$ cat src/afe_pkg.sv
// Shared constants for the sensor front-end control link
package afe_pkg;
  // ==========================================================
  // Bus addressing
  localparam logic [6:0] target_address     = 7'h48;
  localparam logic [7:0] reg_device_status  = 8'h00;
  localparam logic [7:0] reg_write_protect  = 8'h01;
  localparam logic [7:0] reg_gain_load      = 8'h10;
  localparam logic [7:0] reg_reference      = 8'h11;
  localparam logic [7:0] reg_operating_mode = 8'h12;
  // ==========================================================
  // Reset values
  localparam logic [7:0] rst_device_status  = 8'h00;
  localparam logic [7:0] rst_write_protect  = 8'h01;
  localparam logic [7:0] rst_gain_load      = 8'h03;
  localparam logic [7:0] rst_reference      = 8'h20;
  localparam logic [7:0] rst_operating_mode = 8'h00;
  localparam logic [7:0] ready_value        = 8'h01;
  // ==========================================================
  // Field positions
  localparam int lock_bit   = 0;
  localparam int short_bit  = 7;
  localparam int mode_lsb   = 0;
  localparam int mode_msb   = 2;
  localparam int intz_lsb   = 5;
  localparam int intz_msb   = 6;
  localparam logic [1:0] intz_bypass = 2'h3;
  // ==========================================================
  // Operating modes
  localparam logic [2:0] mode_deep_sleep = 3'h0;
  localparam logic [2:0] mode_galvanic   = 3'h1;
  localparam logic [2:0] mode_standby    = 3'h2;
  localparam logic [2:0] mode_three_lead = 3'h3;
  localparam logic [2:0] mode_temp_off   = 3'h6;
  localparam logic [2:0] mode_temp_on    = 3'h7;
  // ==========================================================
  // Timing
  localparam int clk_hz          = 25_000_000;
  localparam int scl_hz          = 100_000;
  localparam int scl_half_cycles = clk_hz / (2 * scl_hz);
  localparam int timeout_ms      = 25;
  localparam int timeout_cycles  = clk_hz / 1000 * timeout_ms;
  // ==========================================================
  // Controller register map over AXI4-Lite
  localparam logic [3:0] csr_command = 4'h0;
  localparam logic [3:0] csr_status  = 4'h4;
  localparam int cmd_go_bit    = 0;
  localparam int cmd_read_bit  = 1;
  localparam int cmd_sel_bit   = 2;
  localparam int cmd_ptr_lsb   = 8;
  localparam int cmd_data_lsb  = 16;
  localparam int st_busy_bit   = 0;
  localparam int st_nack_bit   = 1;
  localparam int st_data_lsb   = 8;
  localparam logic [1:0] resp_okay   = 2'h0;
  localparam logic [1:0] resp_slverr = 2'h2;
endpackage

$ cat src/afe_link_if.sv
// Two-wire link plus module select between controller and front-end
`timescale 1ns/1ps
interface afe_link_if;
  logic scl_o;     // Controller drives clock low when enabled
  logic scl_oe;
  logic sda_c_o;   // Controller data drive
  logic sda_c_oe;
  logic sda_d_o;   // Device data drive
  logic sda_d_oe;
  logic module_select_n;
  logic scl;       // Resolved wire levels, computed by the bench
  logic sda;
  modport controller (output scl_o, scl_oe, sda_c_o, sda_c_oe, module_select_n,
                      input scl, sda);
  modport device (output sda_d_o, sda_d_oe, input scl, sda, module_select_n);
endinterface

$ cat src/sync2.sv
// Two-stage synchroniser for pin inputs
`timescale 1ns/1ps
module sync2 #(
  parameter logic RESET_VALUE = 1'b1
) (
  input  wire logic aclk,    // Clock
  input  wire logic aresetn, // Sync reset, low
  input  wire logic d,       // Async input
  output logic      q        // Synchronised output
);
  logic meta;
  // Only the second stage reads the first
  always_ff @(posedge aclk) begin
    if (!aresetn) begin
      meta <= RESET_VALUE;
      q    <= RESET_VALUE;
    end else begin
      meta <= d;
      q    <= meta;
    end
  end
endmodule

$ cat src/afe_device.sv
// Front-end device: two-wire target, register file and mode decode
//
// The AXI4-Lite register port was decided locally.
`timescale 1ns/1ps
module afe_device
  import afe_pkg::*;
#(
  parameter int TIMEOUT_CYCLES = timeout_cycles
) (
  input  wire logic  aclk,                 // Clock
  input  wire logic  aresetn,              // Sync reset, low
  afe_link_if.device link,                 // Link pins
  output logic       current_amp_on,       // Current amplifier power
  output logic       control_amp_on,       // Control amplifier power
  output logic       bias_on,              // Bias circuitry power
  output logic       temp_sensor_on,       // Temperature sensor power
  output logic       temp_to_output,       // Sensor routed to analog output pin
  output logic       electrode_short_on,   // Electrode short switch
  output logic       zero_bypass,          // Internal zero divider bypassed
  output logic [7:0] gain_load_value,      // Gain/load setting
  output logic [7:0] reference_value       // Reference setting
);
  typedef enum {st_idle, st_addr, st_ack, st_rx, st_tx, st_txack} dev_state_t;

  logic       scl_s;
  logic       sda_s;
  logic       sel_n_s;
  logic       scl_d;
  logic       sda_d;
  dev_state_t state;
  logic [7:0] shreg;
  logic [3:0] bitcnt;
  logic [1:0] byte_idx;
  logic       rd_dir;
  logic       drive_low;
  logic [7:0] pointer;
  logic [7:0] status_reg;
  logic [7:0] protect_reg;
  logic [7:0] gain_reg;
  logic [7:0] ref_reg;
  logic [7:0] mode_reg;
  logic [31:0] scl_low_cnt;
  logic [31:0] sda_hold_cnt;
  logic        stuck;
  logic [7:0]  read_value;

  // ==========================================================
  // Pin synchronisers
  sync2 #(.RESET_VALUE(1'b1)) u_scl (.aclk(aclk), .aresetn(aresetn), .d(link.scl), .q(scl_s));
  sync2 #(.RESET_VALUE(1'b1)) u_sda (.aclk(aclk), .aresetn(aresetn), .d(link.sda), .q(sda_s));
  sync2 #(.RESET_VALUE(1'b1)) u_sel (.aclk(aclk), .aresetn(aresetn),
                                     .d(link.module_select_n), .q(sel_n_s));

  wire scl_rise = scl_s && !scl_d;
  wire scl_fall = !scl_s && scl_d;
  wire start_c  = scl_s && scl_d && sda_d && !sda_s && !sel_n_s;
  wire stop_c   = scl_s && scl_d && !sda_d && sda_s;

  // Edge history
  always_ff @(posedge aclk) begin
    if (!aresetn) begin
      scl_d <= 1'b1;
      sda_d <= 1'b1;
    end else begin
      scl_d <= scl_s;
      sda_d <= sda_s;
    end
  end

  // ==========================================================
  // Stuck-bus watchdogs; a stuck event drops the engine to idle
  always_ff @(posedge aclk) begin
    if (!aresetn || scl_s) begin
      scl_low_cnt <= '0;
    end else if (scl_low_cnt < 32'(TIMEOUT_CYCLES)) begin
      scl_low_cnt <= scl_low_cnt + 32'd1;
    end
  end

  always_ff @(posedge aclk) begin
    if (!aresetn || !drive_low) begin
      sda_hold_cnt <= '0;
    end else if (sda_hold_cnt < 32'(TIMEOUT_CYCLES)) begin
      sda_hold_cnt <= sda_hold_cnt + 32'd1;
    end
  end

  assign stuck = (scl_low_cnt >= 32'(TIMEOUT_CYCLES)) ||
                 (sda_hold_cnt >= 32'(TIMEOUT_CYCLES));

  // Read mux; reserved locations return zero
  always_comb begin
    unique case (pointer)
      reg_device_status:  read_value = status_reg;
      reg_write_protect:  read_value = protect_reg;
      reg_gain_load:      read_value = gain_reg;
      reg_reference:      read_value = ref_reg;
      reg_operating_mode: read_value = mode_reg;
      default:            read_value = 8'h00;
    endcase
  end

  // ==========================================================
  // Target engine; samples on rising SCL, changes SDA on falling SCL
  always_ff @(posedge aclk) begin
    if (!aresetn || stuck || sel_n_s) begin
      state     <= st_idle;
      drive_low <= 1'b0;
      bitcnt    <= '0;
      byte_idx  <= '0;
      rd_dir    <= 1'b0;
      shreg     <= '0;
    end else if (start_c) begin
      state     <= st_addr;
      drive_low <= 1'b0;
      bitcnt    <= '0;
      byte_idx  <= '0;
    end else if (stop_c) begin
      state     <= st_idle;
      drive_low <= 1'b0;
    end else begin
      unique case (state)
        st_idle: ;
        st_addr, st_rx: begin
          if (scl_rise) begin
            shreg  <= {shreg[6:0], sda_s};
            bitcnt <= bitcnt + 4'd1;
          end else if (scl_fall && bitcnt == 4'd8) begin
            bitcnt <= '0;
            if (state == st_addr) begin
              rd_dir <= shreg[0];
              if (shreg[7:1] == target_address) begin
                drive_low <= 1'b1;
                state     <= st_ack;
              end else begin
                state <= st_idle;
              end
            end else begin
              drive_low <= 1'b1;
              state     <= st_ack;
            end
          end
        end
        st_ack: begin
          if (scl_fall) begin
            drive_low <= 1'b0;
            if (rd_dir) begin
              shreg     <= read_value;
              drive_low <= !read_value[7];
              state     <= st_tx;
            end else begin
              state <= st_rx;
            end
            if (byte_idx != 2'd3) begin
              byte_idx <= byte_idx + 2'd1;
            end
          end
        end
        st_tx: begin
          if (scl_fall) begin
            bitcnt <= bitcnt + 4'd1;
            if (bitcnt == 4'd7) begin
              drive_low <= 1'b0;
              state     <= st_txack;
            end else begin
              drive_low <= !shreg[6];
              shreg     <= {shreg[6:0], 1'b0};
            end
          end
        end
        st_txack: begin
          if (scl_rise) begin
            state <= st_idle; // Single byte reads end here
          end
        end
      endcase
    end
  end

  wire byte_done = state == st_rx && scl_fall && bitcnt == 4'd8 && !sel_n_s &&
                   !stuck && !start_c && !stop_c;

  // ==========================================================
  // Pointer and registers written over the bus; status_reg loads ready_value on its own
  always_ff @(posedge aclk) begin
    if (!aresetn) begin
      pointer     <= 8'h00;
      status_reg  <= rst_device_status;
      protect_reg <= rst_write_protect;
      gain_reg    <= rst_gain_load;
      ref_reg     <= rst_reference;
      mode_reg    <= rst_operating_mode;
    end else begin
      status_reg <= ready_value;
      if (byte_done && byte_idx == 2'd1) begin
        pointer <= shreg;
      end else if (byte_done && byte_idx == 2'd2) begin
        unique case (pointer)
          reg_write_protect:  protect_reg <= shreg;
          reg_gain_load:      if (!protect_reg[lock_bit]) gain_reg <= shreg;
          reg_reference:      if (!protect_reg[lock_bit]) ref_reg <= shreg;
          reg_operating_mode: mode_reg <= shreg;
          default: ;
        endcase
      end
    end
  end

  // ==========================================================
  // Mode decode into power controls
  always_ff @(posedge aclk) begin
    if (!aresetn) begin
      current_amp_on     <= 1'b0;
      control_amp_on     <= 1'b0;
      bias_on            <= 1'b0;
      temp_sensor_on     <= 1'b0;
      temp_to_output     <= 1'b0;
      electrode_short_on <= 1'b0;
      zero_bypass        <= 1'b0;
      gain_load_value    <= rst_gain_load;
      reference_value    <= rst_reference;
    end else begin
      gain_load_value    <= gain_reg;
      reference_value    <= ref_reg;
      current_amp_on     <= 1'b0;
      control_amp_on     <= 1'b0;
      bias_on            <= 1'b0;
      temp_sensor_on     <= 1'b0;
      temp_to_output     <= 1'b0;
      electrode_short_on <= 1'b0;
      zero_bypass        <= ref_reg[intz_msb:intz_lsb] == intz_bypass;
      unique case (mode_reg[mode_msb:mode_lsb])
        mode_deep_sleep: electrode_short_on <= mode_reg[short_bit];
        mode_standby:    control_amp_on <= 1'b1;
        mode_three_lead: begin
          control_amp_on <= 1'b1;
          current_amp_on <= 1'b1;
          bias_on        <= 1'b1;
        end
        mode_temp_off: begin
          control_amp_on <= 1'b1;
          temp_sensor_on <= 1'b1;
          temp_to_output <= 1'b1;
        end
        mode_temp_on: begin
          control_amp_on <= 1'b1;
          current_amp_on <= 1'b1;
          bias_on        <= 1'b1;
          temp_sensor_on <= 1'b1;
          temp_to_output <= 1'b1;
        end
        mode_galvanic: begin
          current_amp_on <= 1'b1;
          zero_bypass    <= 1'b1;
        end
        default: ; // Undefined codes leave everything off except zero_bypass, which follows ref_reg
      endcase
    end
  end

  assign link.sda_d_o  = 1'b0;
  assign link.sda_d_oe = drive_low;
endmodule

$ cat src/flat_wrapper.sv
// flat-port wrapper written by rule: the top's interface ports become plain ports
module afe_device_flat import afe_pkg::*;
#(
  parameter int TIMEOUT_CYCLES = timeout_cycles
)
  (aclk, aresetn, current_amp_on, control_amp_on, bias_on, temp_sensor_on, temp_to_output, electrode_short_on, zero_bypass, gain_load_value, reference_value, link_sda_d_o, link_sda_d_oe, link_scl, link_sda, link_module_select_n);
  afe_link_if link_i ();
  input  wire logic aclk;
  input  wire logic aresetn;
  output logic current_amp_on;
  output logic control_amp_on;
  output logic bias_on;
  output logic temp_sensor_on;
  output logic temp_to_output;
  output logic electrode_short_on;
  output logic zero_bypass;
  output logic [7:0] gain_load_value;
  output logic [7:0] reference_value;
  output wire logic [$bits(link_i.sda_d_o)-1:0] link_sda_d_o;
  output wire logic [$bits(link_i.sda_d_oe)-1:0] link_sda_d_oe;
  input wire logic [$bits(link_i.scl)-1:0] link_scl;
  input wire logic [$bits(link_i.sda)-1:0] link_sda;
  input wire logic [$bits(link_i.module_select_n)-1:0] link_module_select_n;
  assign link_sda_d_o = link_i.sda_d_o;
  assign link_sda_d_oe = link_i.sda_d_oe;
  assign link_i.scl = link_scl;
  assign link_i.sda = link_sda;
  assign link_i.module_select_n = link_module_select_n;
  afe_device #(.TIMEOUT_CYCLES(TIMEOUT_CYCLES)) u_core (.aclk(aclk), .aresetn(aresetn), .link(link_i), .current_amp_on(current_amp_on), .control_amp_on(control_amp_on), .bias_on(bias_on), .temp_sensor_on(temp_sensor_on), .temp_to_output(temp_to_output), .electrode_short_on(electrode_short_on), .zero_bypass(zero_bypass), .gain_load_value(gain_load_value), .reference_value(reference_value));
endmodule
$ cat config.mk
export PLATFORM = sky130hd
export DESIGN_NAME = afe_device_flat
export DESIGN_NICKNAME = d
export VERILOG_FILES = /design/src/afe_pkg.sv /design/src/afe_link_if.sv /design/src/sync2.sv /design/src/afe_device.sv /design/src/flat_wrapper.sv
export SDC_FILE = /design/constraint.sdc
export NUM_CORES = 1
export LEC_CHECK = 0
export BUFFER_PORTS_ARGS = -buffer_cell sky130_fd_sc_hd__buf_2
export CAP_MARGIN = 5
export CORE_ASPECT_RATIO = 0.6
export CORE_MARGIN = 2
export CORE_UTILIZATION = 53
export CTS_CLUSTER_SIZE = 12
export DETAILED_ROUTE_END_ITERATION = 10
export PLACE_DENSITY = 0.79
export SLEW_MARGIN = 20
export SYNTH_ARGS = -nofsm -noshare
export SYNTH_HDL_FRONTEND = slang
export SYNTH_SLANG_ARGS = --single-unit
export TNS_END_PERCENT = 1
$ cat constraint.sdc
create_clock -name aclk -period 4.5 [get_ports aclk]
set_input_delay 0.225 -clock aclk [delete_from_list [all_inputs] [get_ports aclk]]
set_output_delay 0.225 -clock aclk [all_outputs]
set_load 0.05 [all_outputs]
# Yosys cells after proc, flatten, opt, wreduce, memory -nomap -nowiden
# Index checks and enable logic that the tools add are counted.
# op_classes
n_addsub	4
order_cmp	4
n_eq_ne	40
bitwise_logic	5
n_reduce_logical	59
n_mux	38
# op_table
op	n
2-to-1 mux 32 bit	6
case mux 32 bit (4 select lines)	1
equality test 32 x 2 -> 1 bit (second input constant)	3
equality test 32 x 3 -> 1 bit (second input constant)	3
adder 32 x 1 -> 32 bit (second input constant)	2
greater-or-equal comparator 32 x 20 -> 1 bit (second input constant)	2
less-than comparator 32 x 20 -> 1 bit (second input constant)	2
2-to-1 mux 8 bit	5
case mux 8 bit (5 select lines)	1
equality test 32 x 1 -> 1 bit (second input constant)	1
equality test 8 x 5 -> 1 bit (second input constant)	3
case mux 8 bit (3 select lines)	1
!= test 4 x 1 -> 1 bit (second input constant)	5
logical AND 1 bit	17
2-to-1 mux 1 bit	16
AND reduction 4 bit	4
!= test 2 x 1 -> 1 bit (second input constant)	7
AND reduction 7 bit	2
zero test 1 bit	12
2-to-1 mux 4 bit	3
AND reduction 6 bit	2
equality test 8 x 1 -> 1 bit (second input constant)	1
zero test 8 bit	1
case mux 4 bit (2 select lines)	1
other kinds (30)	49
# totals
inputBits	5
reg_bits	183
elab_cells	181
output_inout_bits	25

# Depth between registers and ports, before layout
# depth
depth_word	11
depth_mapped	8
ltp_nobuf	8

# Modules after synthesis
# Synthesis repeated with hierarchy kept, for this count alone.
# unflattened
hier_cells	717
hier_area_um2	6563.8
# modules_own_cells
mod	area_each_um2	seq_area_each_um2	instances	cells_each
afe_device	6406.1	2962.8	1	705
sync2	52.6	40.0	3	4

# Worst setup path after synthesis
# No wires, ideal clock.
# synth_timing
kind	flip-flop to flip-flop
from	register u_core.bitcnt[0]
to	register u_core.shreg[6]
setup_slack_ps	2448
required_time_ps	4419
setup_ps	81
path_stages_with_launch	9
arrival_time_ps	1971
synth_period_minus_slack_ps	2052
path_buffers	1
cell_sequence	dfxtp_1 ha_1 nand2_1 nor2_1 or4_4 a2111oi_4 buf_6 nor2_1 a211oi_2
# synth_between
elab_chain_cells	3
# synth_rtl
item	line_no	text
start, declared	afe_device.sv:32	logic [3:0] bitcnt;
start signal, assigned	afe_device.sv:127	bitcnt <= bitcnt + 4'd1;
start signal, assigned	afe_device.sv:161	bitcnt <= bitcnt + 4'd1;
equality test 4 x 3 -> 1 bit	afe_device.sv:162	if (bitcnt == 4'd7) begin
!= test 2 bit (no line)	--	
AND reduction 8 bit (no line)	--	
end signal, assigned	afe_device.sv:126	shreg <= {shreg[6:0], sda_s};
end signal, assigned	afe_device.sv:148	shreg <= read_value;
end signal, assigned	afe_device.sv:167	shreg <= {shreg[6:0], 1'b0};
end, declared	afe_device.sv:31	logic [7:0] shreg;
# No other way between the ends.
# A chain may end at the register's enable or synchronous reset.

# Worst setup path in the final report
# layout_timing
from	register u_core.pointer[0]
to	register u_core.shreg[0]
# layout_between
elab_chain_cells	5
word_cells_on_any_way	9
classes_between	eq/ne (4); mux (4); reduce/logical (1)
# layout_rtl
item	line_no	text
start, declared	afe_device.sv:36	logic [7:0] pointer;
start signal, assigned	afe_device.sv:196	pointer <= shreg;
equality test 8 x 5 -> 1 bit (tied with other cells)	afe_device.sv:93	unique case (pointer)
case mux 8 bit (5 select lines) *	afe_device.sv:93	
2-to-1 mux 8 bit *	afe_device.sv:147	if (rd_dir) begin
2-to-1 mux 8 bit *	afe_device.sv:145	if (scl_fall) begin
case mux 8 bit (3 select lines) *	afe_device.sv:122	unique case (state)
# Mark *: on every way between the ends. The rest lies on a longest branch, timed or not. The select of a mux whose other input is x is not followed.

==> results.toml <==
[floorplan]
dieArea_mm2 = 0.0136
core_area_mm2 = 0.0122
dieHeight_um = 91.2
die_w_um = 149
rows = 31
start_util_pct = 54.9
io_pins = 30

[clock_network]
clock-sinks = 154
postCtsSetupBuffers = 0
tritoncts = "yes"
cts_buffers = 17
root_buffer = "clkbuf_16"
cts_resized = 0
clkTransAtPathRegs_ns = 0.06
insertion_delay_ns = 0.43
hold_buffers = 3
cts_buffer_depth = 2
h-tree-depth = 4

[power]
power.switching_mw = 0.655
p_seq_share_pct = 46.8
p_per_area_mw_per_mm2 = 386
sw_frac_of_total_pct = 22.4
comb_power_share_pct = 1.2
p_clk_share_pct = 52.0
p_leak_nw = 3.01
ir_worst_vdd_uv = 264
finalPower_mw = 2.93
internal_power_mw = 2.27

[sta]
slew_viol_final = 0
setup_viol = 0
slew_headroom_pct = 30.6
finalCriticalPeriod_ns = 2.70
fmax_ghz = 0.370
rsz0062_at_grt = "false"
period_share_pct = 60.1
finalHoldViolCount = 0
tns_ns = 0
clock_skew_ns = 0.0131
worstMarginPinSlew_ns = 1.04

[grt]
grt_pass1_vias = 5046
grt_usage_pct = 24.5
grt_pass1_wl_mm = 26.3
overflow = 0
antenna_found_initial = 0
grt_max_degree = 36

[min_path]
hp-class = "input pin to flop"

[worst_setup_path]
start_kind = "flop"
required_ns = 4.82
arrival_ns = 3.03
path_max_fanout = 10
cp-end-kind = "flop"
crit_type = "flop to flop"

[synthesis]
synth_ff_type = "dfxtp_1"
ys_seq_elements = 154
syn_avg_cell_area_um2 = 9.20
ys_types = 70
synth.net_count = 744
yosysWarnings = 0
synth_area_mm2 = 0.00671
synthArstFlopShare_pct = 0
ys_seq_area_share_pct = 45.9
syn_inst = 730
synth-edff-count = 0

[routing]
totalWireLength_mm = 16.0
vias_per_cell = 5.92
post_drt_wl_per_cell_um = 17.3
first_iter_violations = 565
drt_pass1_iterations = 6
dr_total_vias = 5487
drc = 0
ant_nets = 0

[placement]
io_buffers = 28
dp_hpwl_mm = 11.0
place.gp.congestion = 0.983
dp_cells = 892

[layout]
drive_above_1_share_pct = 12.2
area_delta_synth_final_pct = 12.9
antenna_cells = 0
reg_top3 = "u_core.scl_low_cnt: 32 flops, u_core.sda_hold_cnt: 32 flops"
final_cell_mix = "154 x dfxtp_1, 77 x nand2_1, 68 x nor2_1, 42 x mux2i_1, 34 x inv_1"
fin_cells = 927
nNetsFinal = 763
final_common_cell = "dfxtp_1"
nFillCells = 981

[status]
status = "finished clean"

[flow_run]
cap_violations = 0
-- final timing paths --
kind,from,endpoint,slack (ns),cells after the start
worst max-delay path,u_core.pointer[0],u_core.shreg[0],1.80,5
worst min-delay path,aresetn,u_core.reference_value[5],0.34,2
worst max register to register,u_core.pointer[0],u_core.shreg[0],1.80,5
worst min register to register,u_core.u_scl.meta,u_core.u_scl.q,0.41,1
-- critical path: stages, from the launching register on --
cell	delay, ns
dfxtp_1	0.45
nor4b_2	0.88
a22oi_1	0.22
o21ai_0	0.56
a22oi_1	0.19
a211oi_1	0.30
-- cells in the mapped netlist, types with 4 or more instances --
cell	number	area [µm²]
buf_2	9	45.0
xnor2_1	32	280
inv_1	34	128
dfxtp_1	154	3080
a21oi_1	19	95.1
nand4_1	19	119
and4_1	8	70.1
a211oi_1	8	60.1
mux2i_1	42	420
nand2b_1	18	113
nor2b_1	6	37.5
nor4_1	23	144
clkbuf_1	19	71.3
nor4b_1	4	35.0
nor2_1	68	255
and3_1	22	138
o21ai_0	21	105
nor3_1	23	115
a22oi_1	22	165
nand2_1	77	289
and2_1	13	81.3
a21o_1	4	30.0
nand3_1	8	40.0
nand3b_1	5	37.5
ha_1	9	113
a31oi_1	4	25.0
-- area by class of cell --
cell class / count / area [µm²] / area share [%]
repair buffers: 34 / 193 / 2.54
inverters: 34 / 128 / 1.68
well taps: 165 / 206 / 2.72
clock inverters: 15 / 208 / 2.74
multi-input cells: 508 / 3340 / 44.0
clock buffers: 17 / 425 / 5.61
flip-flops and latches: 154 / 3080 / 40.7
-- layer usage --
metal  up-vias  track usage [%]  wire (µm)
met5         -                0          0
met4         0             6.43        138
met3        16             10.9       1870
met2       296             32.8       6360
met1      2567             35.4       7660
li1       2608                -          -
-- cell families after synthesis --
family	synth area share (%)
simple gates	26.8
flops	45.9
compound gates	10.4
buf+inv	4.36
mux	6.60
xor+xnor	4.18
fa+ha+maj	1.68
other cells	0.0559
-- power by group through the flow --
stage               Clock [mW]  Sequential [mW]  Combinational (mW)
floorplan                    0             1.40              0.0252
global placement             0             1.40              0.0316
detailed placement           0             1.40              0.0324
CTS                       1.53             1.37              0.0347
global route              1.60             1.37              0.0384
finish                    1.52             1.37              0.0354
-- per-stage QoR --
stage	hold slack (ns)	area, µm²	setup WS, ns	util, %
final	0.337	7580	1.80	62.0
after global routing	0.359	7580	1.50	62.0
after CTS	0.319	7580	1.81	62.0
after detailed placement	0.392	6920	1.89	56.6
after global placement	0.392	6920	1.96	56.6
after floorplan	0.253	6710	2.45	-
Note: power is estimated with default switching activity, not from simulation.
